===== src/fpr_pkg.sv =====
// Constants, pin bundle and state encoding for the fuse PROM programmer
package fpr_pkg;

	// Array shape of the target part and the retry limit per bit
	localparam int ADDR_W = 9;
	localparam int DATA_W = 8;
	localparam int WORDS = 512;
	localparam int MAX_TRIES = 8;

	// Clock and timing, each time in its own unit
	localparam int CLK_MHZ = 40;
	localparam int T_PULSE_MS = 100;
	localparam int T_SETTLE_US = 1000;
	localparam int T_AVEL_NS = 500;
	localparam int T_EHEL_NS = 500;
	localparam int T_ELQV_NS = 500;
	localparam int T_EDGE_US = 10;
	localparam int PULSE_CYC = T_PULSE_MS * 1000 * CLK_MHZ;
	localparam int SETTLE_CYC = T_SETTLE_US * CLK_MHZ;
	localparam int AVEL_CYC = (T_AVEL_NS * CLK_MHZ + 999) / 1000;
	localparam int EHEL_CYC = (T_EHEL_NS * CLK_MHZ + 999) / 1000;
	localparam int ELQV_CYC = (T_ELQV_NS * CLK_MHZ + 999) / 1000;
	localparam int EDGE_CYC = T_EDGE_US * CLK_MHZ;
	localparam int READ_CYC = ELQV_CYC + EDGE_CYC;
	localparam int TMR_W = 24;

	// Supply level selector for the external regulator
	typedef enum logic [1:0] {
		VCC_OFF = 2'h0,
		VCC_LOW = 2'h1,
		VCC_HIGH = 2'h2,
		VCC_PROG = 2'h3
	} fpr_vcc_t;

	// Gray coded along the program and verify path
	typedef enum logic [3:0] {
		S_IDLE = 4'h0,
		S_PWRUP = 4'h1,
		S_ADDR = 4'h3,
		S_LATCH = 4'h2,
		S_FWE_LO = 4'h6,
		S_VPROG = 4'h7,
		S_FWE_HI = 4'h5,
		S_PULSE = 4'h4,
		S_RELEASE = 4'hc,
		S_VDOWN = 4'hd,
		S_VADDR = 4'hf,
		S_VLATCH = 4'he,
		S_VREAD = 4'ha,
		S_VLOW = 4'hb,
		S_PWRDN = 4'h9,
		S_DONE = 4'h8
	} fpr_state_t;

	// Everything that goes to the socket
	typedef struct packed {
		fpr_vcc_t vcc;
		logic [ADDR_W-1:0] addr_in;
		logic chip_en_n;
		logic oe_third;
		logic [1:0] oe_others;
		logic fwe_logic;
		logic fwe_hv;
		logic [DATA_W-1:0] q_out;
		logic [DATA_W-1:0] q_oe;
	} fpr_pins_t;

	// Outcome of one job
	typedef struct packed {
		logic done;
		logic pass;
		logic fail_prog;
		logic fail_low;
	} fpr_result_t;

endpackage : fpr_pkg


===== src/fpr_prog_ctrl.sv =====
// Programmer that burns and verifies one PROM word through the socket pins
`timescale 1ns/1ps
`default_nettype none

module fpr_prog_ctrl
	import fpr_pkg::*;
#(
	parameter int PULSE_CYC_P = fpr_pkg::PULSE_CYC,
	parameter int SETTLE_CYC_P = fpr_pkg::SETTLE_CYC
) (
	// Clock and reset
	input wire logic clk,
	input wire logic rst,
	// Job request
	input wire logic start,
	input wire logic [fpr_pkg::ADDR_W-1:0] req_addr,
	input wire logic [fpr_pkg::DATA_W-1:0] req_data,
	// Job status
	output logic busy,
	output fpr_pkg::fpr_result_t res,
	// Socket
	input wire logic [fpr_pkg::DATA_W-1:0] q_in,
	output fpr_pkg::fpr_pins_t pins
);
	import fpr_pkg::*;

	fpr_state_t state;
	fpr_state_t next_state;
	logic [TMR_W-1:0] tmr;
	logic [ADDR_W-1:0] job_addr;
	logic [DATA_W-1:0] job_data;
	logic [DATA_W-1:0] pending;
	logic [2:0] tries;
	logic final_pass;
	logic [DATA_W-1:0] q_s1;
	logic [DATA_W-1:0] q_s2;
	logic [DATA_W-1:0] q_s3;
	logic [DATA_W-1:0] q_val;
	fpr_pins_t next_pins;

	function automatic logic [DATA_W-1:0] bit_mask(input logic [2:0] idx);
		bit_mask = DATA_W'(1) << idx;
	endfunction : bit_mask

	function automatic logic [2:0] lowest_set(input logic [DATA_W-1:0] m);
		lowest_set = 3'h0;
		for (int i = DATA_W - 1; i >= 0; i--) begin
			if (m[i]) begin
				lowest_set = 3'(i);
			end
		end
	endfunction : lowest_set

	function automatic logic [TMR_W-1:0] wait_of(input fpr_state_t s);
		case (s)
			S_PWRUP, S_VPROG, S_VDOWN, S_VLOW, S_DONE: wait_of = TMR_W'(SETTLE_CYC_P);
			S_ADDR, S_VADDR: wait_of = TMR_W'(AVEL_CYC);
			S_LATCH, S_VLATCH: wait_of = TMR_W'(EHEL_CYC);
			S_FWE_LO, S_FWE_HI, S_RELEASE, S_PWRDN: wait_of = TMR_W'(EDGE_CYC);
			S_PULSE: wait_of = TMR_W'(PULSE_CYC_P);
			S_VREAD: wait_of = TMR_W'(READ_CYC);
			default: wait_of = TMR_W'(1);
		endcase
	endfunction : wait_of

	// Decoding
	wire tz = (tmr == '0);
	wire [2:0] cur = lowest_set(pending);
	wire [DATA_W-1:0] cur_mask = bit_mask(cur);
	wire [DATA_W-1:0] pend_after = pending & ~cur_mask;
	wire bit_ok = q_val[cur];
	wire last_try = (tries == 3'(MAX_TRIES - 1));
	wire word_ok = (q_val == job_data);
	wire read_end = (state == S_VREAD) && tz;
	wire in_seq = !(state inside {S_IDLE, S_PWRUP, S_PWRDN, S_DONE});
	wire fwe_lo_on = state inside {S_FWE_LO, S_VPROG, S_FWE_HI, S_PULSE, S_RELEASE, S_VDOWN};
	wire fwe_hi_on = state inside {S_FWE_HI, S_PULSE};
	wire vcc_prog_on = state inside {S_VPROG, S_FWE_HI, S_PULSE, S_RELEASE};
	wire strobe_high = state inside {S_ADDR, S_VADDR, S_VLOW};
	wire [TMR_W-1:0] tmr_load = wait_of(next_state) - 1'b1;
	wire [DATA_W-1:0] q_agree = ~(q_s2 ^ q_s3);

	always_comb begin
		next_state = state;
		case (state)
			S_IDLE: if (start) next_state = S_PWRUP;
			S_PWRUP: if (tz) next_state = (|pending) ? S_ADDR : S_VLOW;
			S_ADDR: if (tz) next_state = S_LATCH;
			S_LATCH: if (tz) next_state = S_FWE_LO;
			S_FWE_LO: if (tz) next_state = S_VPROG;
			S_VPROG: if (tz) next_state = S_FWE_HI;
			S_FWE_HI: if (tz) next_state = S_PULSE;
			S_PULSE: if (tz) next_state = S_RELEASE;
			S_RELEASE: if (tz) next_state = S_VDOWN;
			S_VDOWN: if (tz) next_state = S_VADDR;
			S_VADDR: if (tz) next_state = S_VLATCH;
			S_VLATCH: if (tz) next_state = S_VREAD;
			S_VREAD: begin
				if (tz) begin
					if (final_pass) begin
						next_state = S_PWRDN;
					end else if (bit_ok) begin
						next_state = (|pend_after) ? S_ADDR : S_VLOW;
					end else begin
						next_state = last_try ? S_PWRDN : S_ADDR;
					end
				end
			end
			S_VLOW: if (tz) next_state = S_VADDR;
			S_PWRDN: if (tz) next_state = S_DONE;
			S_DONE: if (tz) next_state = S_IDLE;
			default: next_state = S_IDLE;
		endcase
	end

	// Pin levels follow the state; registered below so the socket sees no glitches
	assign next_pins.vcc = (state inside {S_IDLE, S_DONE}) ? VCC_OFF :
		vcc_prog_on ? VCC_PROG :
		(final_pass || state == S_VLOW) ? VCC_LOW : VCC_HIGH;
	assign next_pins.addr_in = in_seq ? job_addr : '0;
	assign next_pins.chip_en_n = strobe_high;
	assign next_pins.oe_third = (state == S_VREAD);
	assign next_pins.oe_others = in_seq ? 2'h3 : 2'h0;
	assign next_pins.fwe_logic = fwe_lo_on;
	assign next_pins.fwe_hv = fwe_hi_on;
	assign next_pins.q_out = '0;
	assign next_pins.q_oe = (state == S_PULSE) ? cur_mask : '0;

	always_ff @(posedge clk or posedge rst) begin
		if (rst) begin
			state <= S_IDLE;
			tmr <= '0;
		end else begin
			state <= next_state;
			tmr <= (next_state != state) ? tmr_load : (tz ? tmr : tmr - 1'b1);
		end
	end

	always_ff @(posedge clk or posedge rst) begin
		if (rst) begin
			job_addr <= '0;
			job_data <= '0;
		end else if (state == S_IDLE && start) begin
			job_addr <= req_addr;
			job_data <= req_data;
		end
	end

	// Bit bookkeeping; a bit leaves the list only once it reads back as 1
	always_ff @(posedge clk or posedge rst) begin
		if (rst) begin
			pending <= '0;
			tries <= 3'h0;
			final_pass <= 1'b0;
		end else if (state == S_IDLE && start) begin
			pending <= req_data;
			tries <= 3'h0;
			final_pass <= 1'b0;
		end else if (state == S_VLOW) begin
			final_pass <= 1'b1;
		end else if (read_end && !final_pass) begin
			pending <= bit_ok ? pend_after : pending;
			tries <= bit_ok ? 3'h0 : tries + 3'h1;
		end
	end

	// Data pins come from the socket: three stages, accepted when the last two agree
	always_ff @(posedge clk or posedge rst) begin
		if (rst) begin
			q_s1 <= '0;
			q_s2 <= '0;
			q_s3 <= '0;
			q_val <= '0;
		end else begin
			q_s1 <= q_in;
			q_s2 <= q_s1;
			q_s3 <= q_s2;
			q_val <= (q_s3 & q_agree) | (q_val & ~q_agree);
		end
	end

	always_ff @(posedge clk or posedge rst) begin
		if (rst) begin
			pins <= '0;
			busy <= 1'b0;
		end else begin
			pins <= next_pins;
			busy <= (state != S_IDLE);
		end
	end

	// Pass and fail flags stay until the next start so software can read them late; done pulses for one cycle
	always_ff @(posedge clk or posedge rst) begin
		if (rst) begin
			res <= '0;
		end else begin
			res.done <= (state == S_DONE) && tz;
			if (state == S_IDLE && start) begin
				res.pass <= 1'b0;
				res.fail_prog <= 1'b0;
				res.fail_low <= 1'b0;
			end else if (read_end && final_pass) begin
				res.pass <= word_ok;
				res.fail_low <= !word_ok;
			end else if (read_end && !bit_ok && last_try) begin
				res.fail_prog <= 1'b1;
			end
		end
	end

	// Helper counters for the checks below
	logic [TMR_W-1:0] since_vcc;
	logic [TMR_W-1:0] pulse_cnt;
	always_ff @(posedge clk or posedge rst) begin
		if (rst) begin
			since_vcc <= '0;
			pulse_cnt <= '0;
		end else begin
			since_vcc <= (pins.vcc != next_pins.vcc) ? '0 :
				((&since_vcc) ? since_vcc : since_vcc + 1'b1);
			pulse_cnt <= (|pins.q_oe) ? pulse_cnt + 1'b1 : '0;
		end
	end

	fwe_idle_low_a: assert property (@(posedge clk) disable iff (rst)
		!busy |-> !pins.fwe_logic && !pins.fwe_hv)
		else $error("fuse-write enable high outside a job");
	fwe_two_stage_a: assert property (@(posedge clk) disable iff (rst)
		$rose(pins.fwe_hv) |-> $past(pins.fwe_logic) && pins.fwe_logic)
		else $error("fuse-write enable jumped to program level");
	prog_after_fwe_a: assert property (@(posedge clk) disable iff (rst)
		$rose(pins.vcc == VCC_PROG) |-> $past(pins.fwe_logic, 1) && !pins.fwe_hv)
		else $error("supply raised before fuse-write enable");
	latch_first_a: assert property (@(posedge clk) disable iff (rst)
		$rose(pins.fwe_logic) |-> !pins.chip_en_n && !pins.oe_third && $past(!pins.chip_en_n))
		else $error("fuse-write enable raised before latch or with outputs on");
	one_bit_low_a: assert property (@(posedge clk) disable iff (rst)
		$onehot0(pins.q_oe) && (!(|pins.q_oe) || (pins.fwe_hv && pins.vcc == VCC_PROG)))
		else $error("pulse on several pins or outside program level");
	pull_low_only_a: assert property (@(posedge clk) disable iff (rst)
		pins.q_out == '0)
		else $error("data pin driven high");
	pulse_width_a: assert property (@(posedge clk) disable iff (rst)
		$fell(|pins.q_oe) |-> pulse_cnt == TMR_W'(PULSE_CYC_P) && pins.vcc == VCC_PROG)
		else $error("programming pulse has wrong length");
	step_down_a: assert property (@(posedge clk) disable iff (rst)
		$fell(pins.vcc == VCC_PROG) |-> pins.vcc == VCC_HIGH && !pins.fwe_hv && pins.q_oe == '0)
		else $error("step-down with pulse or high enable still on");
	supply_settle_a: assert property (@(posedge clk) disable iff (rst)
		(pins.vcc != next_pins.vcc && pins.vcc != VCC_OFF) |-> since_vcc >= TMR_W'(SETTLE_CYC_P - 1))
		else $error("supply changed before settling");
	ground_idle_a: assert property (@(posedge clk) disable iff (rst)
		pins.vcc == VCC_OFF |-> pins.addr_in == '0 && !pins.chip_en_n && !pins.oe_third
			&& pins.oe_others == 2'h0 && !pins.fwe_logic)
		else $error("pin high while the part is unpowered");
	verify_latch_a: assert property (@(posedge clk) disable iff (rst)
		$rose(pins.oe_third) |-> !pins.chip_en_n && pins.oe_others == 2'h3 && !pins.fwe_logic)
		else $error("read without latch or with other enables off");
	hold_stable_a: assert property (@(posedge clk) disable iff (rst)
		pins.fwe_logic |-> $stable(pins.addr_in) && !pins.chip_en_n)
		else $error("address or strobe moved during programming");
	low_verify_a: assert property (@(posedge clk) disable iff (rst)
		$rose(pins.vcc == VCC_LOW) |-> pending == '0)
		else $error("low verify entered with bits still pending");
	try_limit_a: assert property (@(posedge clk) disable iff (rst)
		$rose(res.fail_prog) |-> $past(tries) == 3'(MAX_TRIES - 1))
		else $error("bit rejected after wrong number of attempts");

	job_pass_c: cover property (@(posedge clk) disable iff (rst) res.done && res.pass);
	job_fail_prog_c: cover property (@(posedge clk) disable iff (rst) res.done && res.fail_prog);
	job_fail_low_c: cover property (@(posedge clk) disable iff (rst) res.done && res.fail_low);
	retry_c: cover property (@(posedge clk) disable iff (rst) $rose(pins.fwe_hv) && tries != 3'h0);

endmodule : fpr_prog_ctrl

`default_nettype wire


===== config.mk =====
export PLATFORM = sky130hd
export DESIGN_NAME = fpr_prog_ctrl
export DESIGN_NICKNAME = d
export VERILOG_FILES = /design/src/fpr_pkg.sv /design/src/fpr_prog_ctrl.sv
export SDC_FILE = /design/constraint.sdc
export NUM_CORES = 1
export LEC_CHECK = 0
export ABC_AREA = 1
export BUFFER_PORTS_ARGS = -buffer_cell sky130_fd_sc_hd__buf_2
export CORE_MARGIN = 2
export CORE_UTILIZATION = 35
export DETAILED_ROUTE_END_ITERATION = 8
export PLACE_DENSITY_LB_ADDON = 0.08
export SETUP_SLACK_MARGIN = 0.05
export SLEW_MARGIN = 25
export SYNTH_ARGS = -nofsm -noshare
export SYNTH_HDL_FRONTEND = slang
export SYNTH_SLANG_ARGS = --single-unit

===== constraint.sdc =====
create_clock -name clk -period 3.5 [get_ports clk]
set_input_delay 0.525 -clock clk [delete_from_list [all_inputs] [get_ports clk]]
set_output_delay 0.525 -clock clk [all_outputs]
set_load 0.02 [all_outputs]

==> summary by stage <==
Status
The run finished with clean final reports.

Final layout
The number of antenna diodes in the final layout is 0. The area growth from synthesis to final layout is 42.9%. The area of the multi-input gates is 0.00298 mm2. The net count of the finished layout is 958. The number of filler cells placed in the layout is 1608. The sequential cell area is 0.00296 mm2.

The fraction of layout instances using a drive strength above 1 is 40.4%.

Global route
Across every metal layer, demand over resource in global routing totals 19.0%. The via count of the first global-routing pass was approximately 5.3k. The global-route wire length before repair is about 27 mm. Entering global routing, the biggest net connects 58 pins. The total overflow left after global routing is 0. The number of antenna violations at the first check in global routing is 0.

Clocking
The post-cts hold buffer count is 0. The later pin in the worst-skew pair is clocked with a latency of 0.42 ns. In this run the deepest clock path goes through 2 buffers. The CTS clock-pin slew for the worst setup and hold paths is 0.07 ns. The clock sink total is 118. The depth of the CTS H-tree is 4. CTS placed an instance of sky130_fd_sc_hd__clkbuf_16 at the clock tree root. The number of clock buffers added by TritonCTS is 17. The TritonCTS clock tree is yes.

Setup path
The startpoint identified for the worst register-to-register timing path is pending[3]. The largest single stage delay on the critical path is 0.41 ns. The worst register-to-register path ends at tmr[19].

The setup path with the least slack is of type reg2reg. The worst setup path is launched from a flop. The element type at the critical path end is a flop. The launch point of the worst path is pending[3]. The register-to-register path setup slack is 0.08 ns. The critical path arrival is 3.77 ns. For the worst setup path, the data required time is 3.84 ns. The count of cells along the worst register-to-register path is 25. The largest driver fanout on the critical path is 5. The highest-delay cell along the critical path is sky130_fd_sc_hd__dfrtp_1.

Floorplanning
Once the floorplan was initialized, standard cells occupied 35.8% of the core. In this run the standard cell core region covers 0.0166 mm2. The die boundary width is between 100 and 150 um. The number of placement rows is 47. The floorplan step defined a die boundary enclosing roughly 0.018 mm2.

66 I/O pins were placed. The floorplan step set the die height to approximately 130 um.

Synth
During synthesis, Yosys emitted a total of 0 warnings. The proportion of synthesized area in mux cells is 0%. The register bit count reported by yosys is 118. The number of distinct library cell variants in the gate-level netlist after synthesis is 42. The arithmetic-cell share of the synthesized area counting full adders, half adders and majority gates is 3.03%. After synthesis, the largest family of logic cells by area is simple AND/OR/NAND/NOR gates. Sequential cells were found to cover between 40% and 50% of the synthesized design area. The xor-xnor portion of the synthesized cell area is under 10%. The number of cells produced by synthesis is between 700 and 800. Of the total synthesized cell area, the portion taken by AND, OR, NAND and NOR gates is roughly 29%. The mapped cell area is just under 0.006 mm2.

The post-synthesis compound-gate area fraction is 7.94%. The per-instance average area after synthesis is 8.18 um2.

Flow run
The max-cap violation count is 0.

Min path
The path type of the worst min-delay path is in2reg. The path with the worst hold slack has its endpoint at q_s1[6]. The worst hold path startpoint is q_in[6].

The number of cells traversed by the worst hold path is 1.

Timing
The transition at the pin with the smallest max-transition slack is between 0.9 and 1 ns. The worst pin sits at a relative slew slack of 38.4%. Setup repair after global routing could not meet its margin everywhere.

The number of max-slew violations in the final report was 0. The clock tree skew after final layout is 0.0149 ns. Hold is met by 0.210 ns. Setup violations remaining at the end of the flow were counted as 0. The maximum clock frequency is 292 MHz. The minimum clock period is between 3 and 4 ns. The number of failing hold endpoints at the final stage is 0.

The worst path uses roughly 98% of the clock period. Setup total negative slack on the finished layout was measured at 0 ns. Setup slack on the critical path of the routed design comes to 0.0762 ns.

Power and ir drop
The sum of internal, switching and leakage power is 3150 uW. The worst vdd rail ir drop is about 320 uV. Summed over all cells, the static leakage comes to 0.00417 uW. In this run the power density over the cells is about 370 mW/mm2.

Drt
The first detailed-routing pass ran for 5 iterations. For this block, the via count after detailed routing is 5437. The detailed router's first-iteration violation count is 274. Once detail routing completed, the nets flagged for antenna violations numbered 0. The final layout contains routed wiring with a total length of 16.6 mm. The DRC violations left is 0. The average via count per standard cell is 4.71. Dividing the detail-routed wire length by the instance count gives 14.4 um.

Place
The routability-driven placement congestion ratio is approximately 0.87. Buffers placed on the I/O ports in this run total between 50 and 60. The worst-case setup slack after placement is -0.214 ns. The detailed placement HPWL is 11.9 mm.
## layout by cell type (no fill, tap or decap), types with 21 or more instances in the layout
master,n
sky130_fd_sc_hd__a21oi_1,24
sky130_fd_sc_hd__buf_4,119
sky130_fd_sc_hd__buf_2,57
sky130_fd_sc_hd__inv_2,21
sky130_fd_sc_hd__nor2_1,78
sky130_fd_sc_hd__inv_1,68
sky130_fd_sc_hd__nand3_1,32
sky130_fd_sc_hd__nand2_1,138
sky130_fd_sc_hd__o21ai_0,26
sky130_fd_sc_hd__dfrtp_1,116
sky130_fd_sc_hd__nand2_2,42
## power by group
part,total [uW],switching (uW),internal [uW]
clock network,1660,728,936
registers,1410,17.8,1390
logic,80.5,51.7,28.8
## critical path, delay by kind of cell, from the launching register on
kind                   cells  cell delay [ns]
buffers and inverters      6             0.63
AO/OA/AOI/OAI              3             0.40
AND/OR/NAND/NOR           16             1.88
flip-flops                 1             0.41
## metrics by stage
step | std cells | utilization [%] | instance area, um2
final | 1155 | 51.2 | 8490
after global routing | 1155 | 51.2 | 8490
after floorplan | 733 | - | 5970
after detailed placement | 1083 | 43.0 | 7130
after CTS | 1135 | 48.1 | 7970
after global placement | 1083 | 43.0 | 7130
## flip-flops by register name, summed over array words and instances (netlist names), named ones only
register    cells
q_s2            8
pending         8
res             4
busy            1
job_addr        9
tmr            24
q_s3            8
q_s1            8
state           4
pins           24
tries           3
job_data        8
final_pass      1
## routing by layer
layer | track usage [%] | part of all wire (%) | up-vias
li1 | - | - | 2692
met2 | 30.6 | 46 | 158
met5 | 0 | 0 | -
met3 | 3.93 | 4.9 | 22
met1 | 26.1 | 48 | 2565
met4 | 5.03 | 1.2 | 0
## how the worst max path moves through the flow
stage               slack [ns]      end  cells after the start
detailed placement       -0.21  tmr[13]                     27
finish                    0.08  tmr[19]                     25
global placement         -0.25  tmr[13]                     27
global route             -0.19  tmr[15]                     26
CTS                       0.06  tmr[16]                     29
floorplan                 0.32  tmr[17]                     25
## cells by family (layout without fill, tap and decap cells)
kind of cell / Yosys count / count (layout)
other: 1 / 8
buffers and inverters: 115 / 316
DFF: 118 / 118
adders and majority gates: 16 / 16
AOI/OAI and AO/OA: 83 / 83
and+or+nand+nor: 379 / 380
xor gates and xnor gates: 14 / 14
## layout make-up
cell class                      instances  share of cell area [%]
Multi-Input combinational cell        501                    35.1
Timing Repair Buffer                  190                    16.0
Inverter                               94                    4.24
Tap cell                              220                    3.24
Clock inverter                         15                    1.55
Sequential cell                       118                    34.8
Clock buffer                           17                    5.01
## synth_stat cells (all sizes together)
| cell type | count | area share, % |
|---|---|---|
| nor2 | 111 | 8.1 |
| nand4 | 16 | 1.7 |
| nor3 | 8 | 0.76 |
| o22ai | 1 | 0.11 |
| nand3 | 45 | 4.3 |
| nor3b | 1 | 0.13 |
| nand2 | 193 | 13 |
| dfrtp | 118 | 50 |
| o21bai | 3 | 0.51 |
| clkbuf | 5 | 0.32 |
| buf | 16 | 2.0 |
| conb | 1 | 0.063 |
| xnor2 | 6 | 0.88 |
| nor4 | 5 | 0.74 |
| ha | 8 | 1.7 |
| a31oi | 1 | 0.11 |
| maj3 | 8 | 1.3 |
| a21oi | 29 | 2.6 |
| o31ai | 1 | 0.13 |
| inv | 91 | 5.7 |
| o21ai | 47 | 4.3 |
| clkinv | 3 | 0.21 |
| xor2 | 8 | 1.2 |
| a21boi | 1 | 0.13 |
## timing repair
action,4_1_cts,5_1_grt
resized for setup,41,98
buffers inserted,20,19
pin swaps,33,59
endpoints found under the hold margin,0,0
cloned,0,1
endpoints found under the setup margin,19,22
No activity file was read; power rests on OpenSTA's default activity.
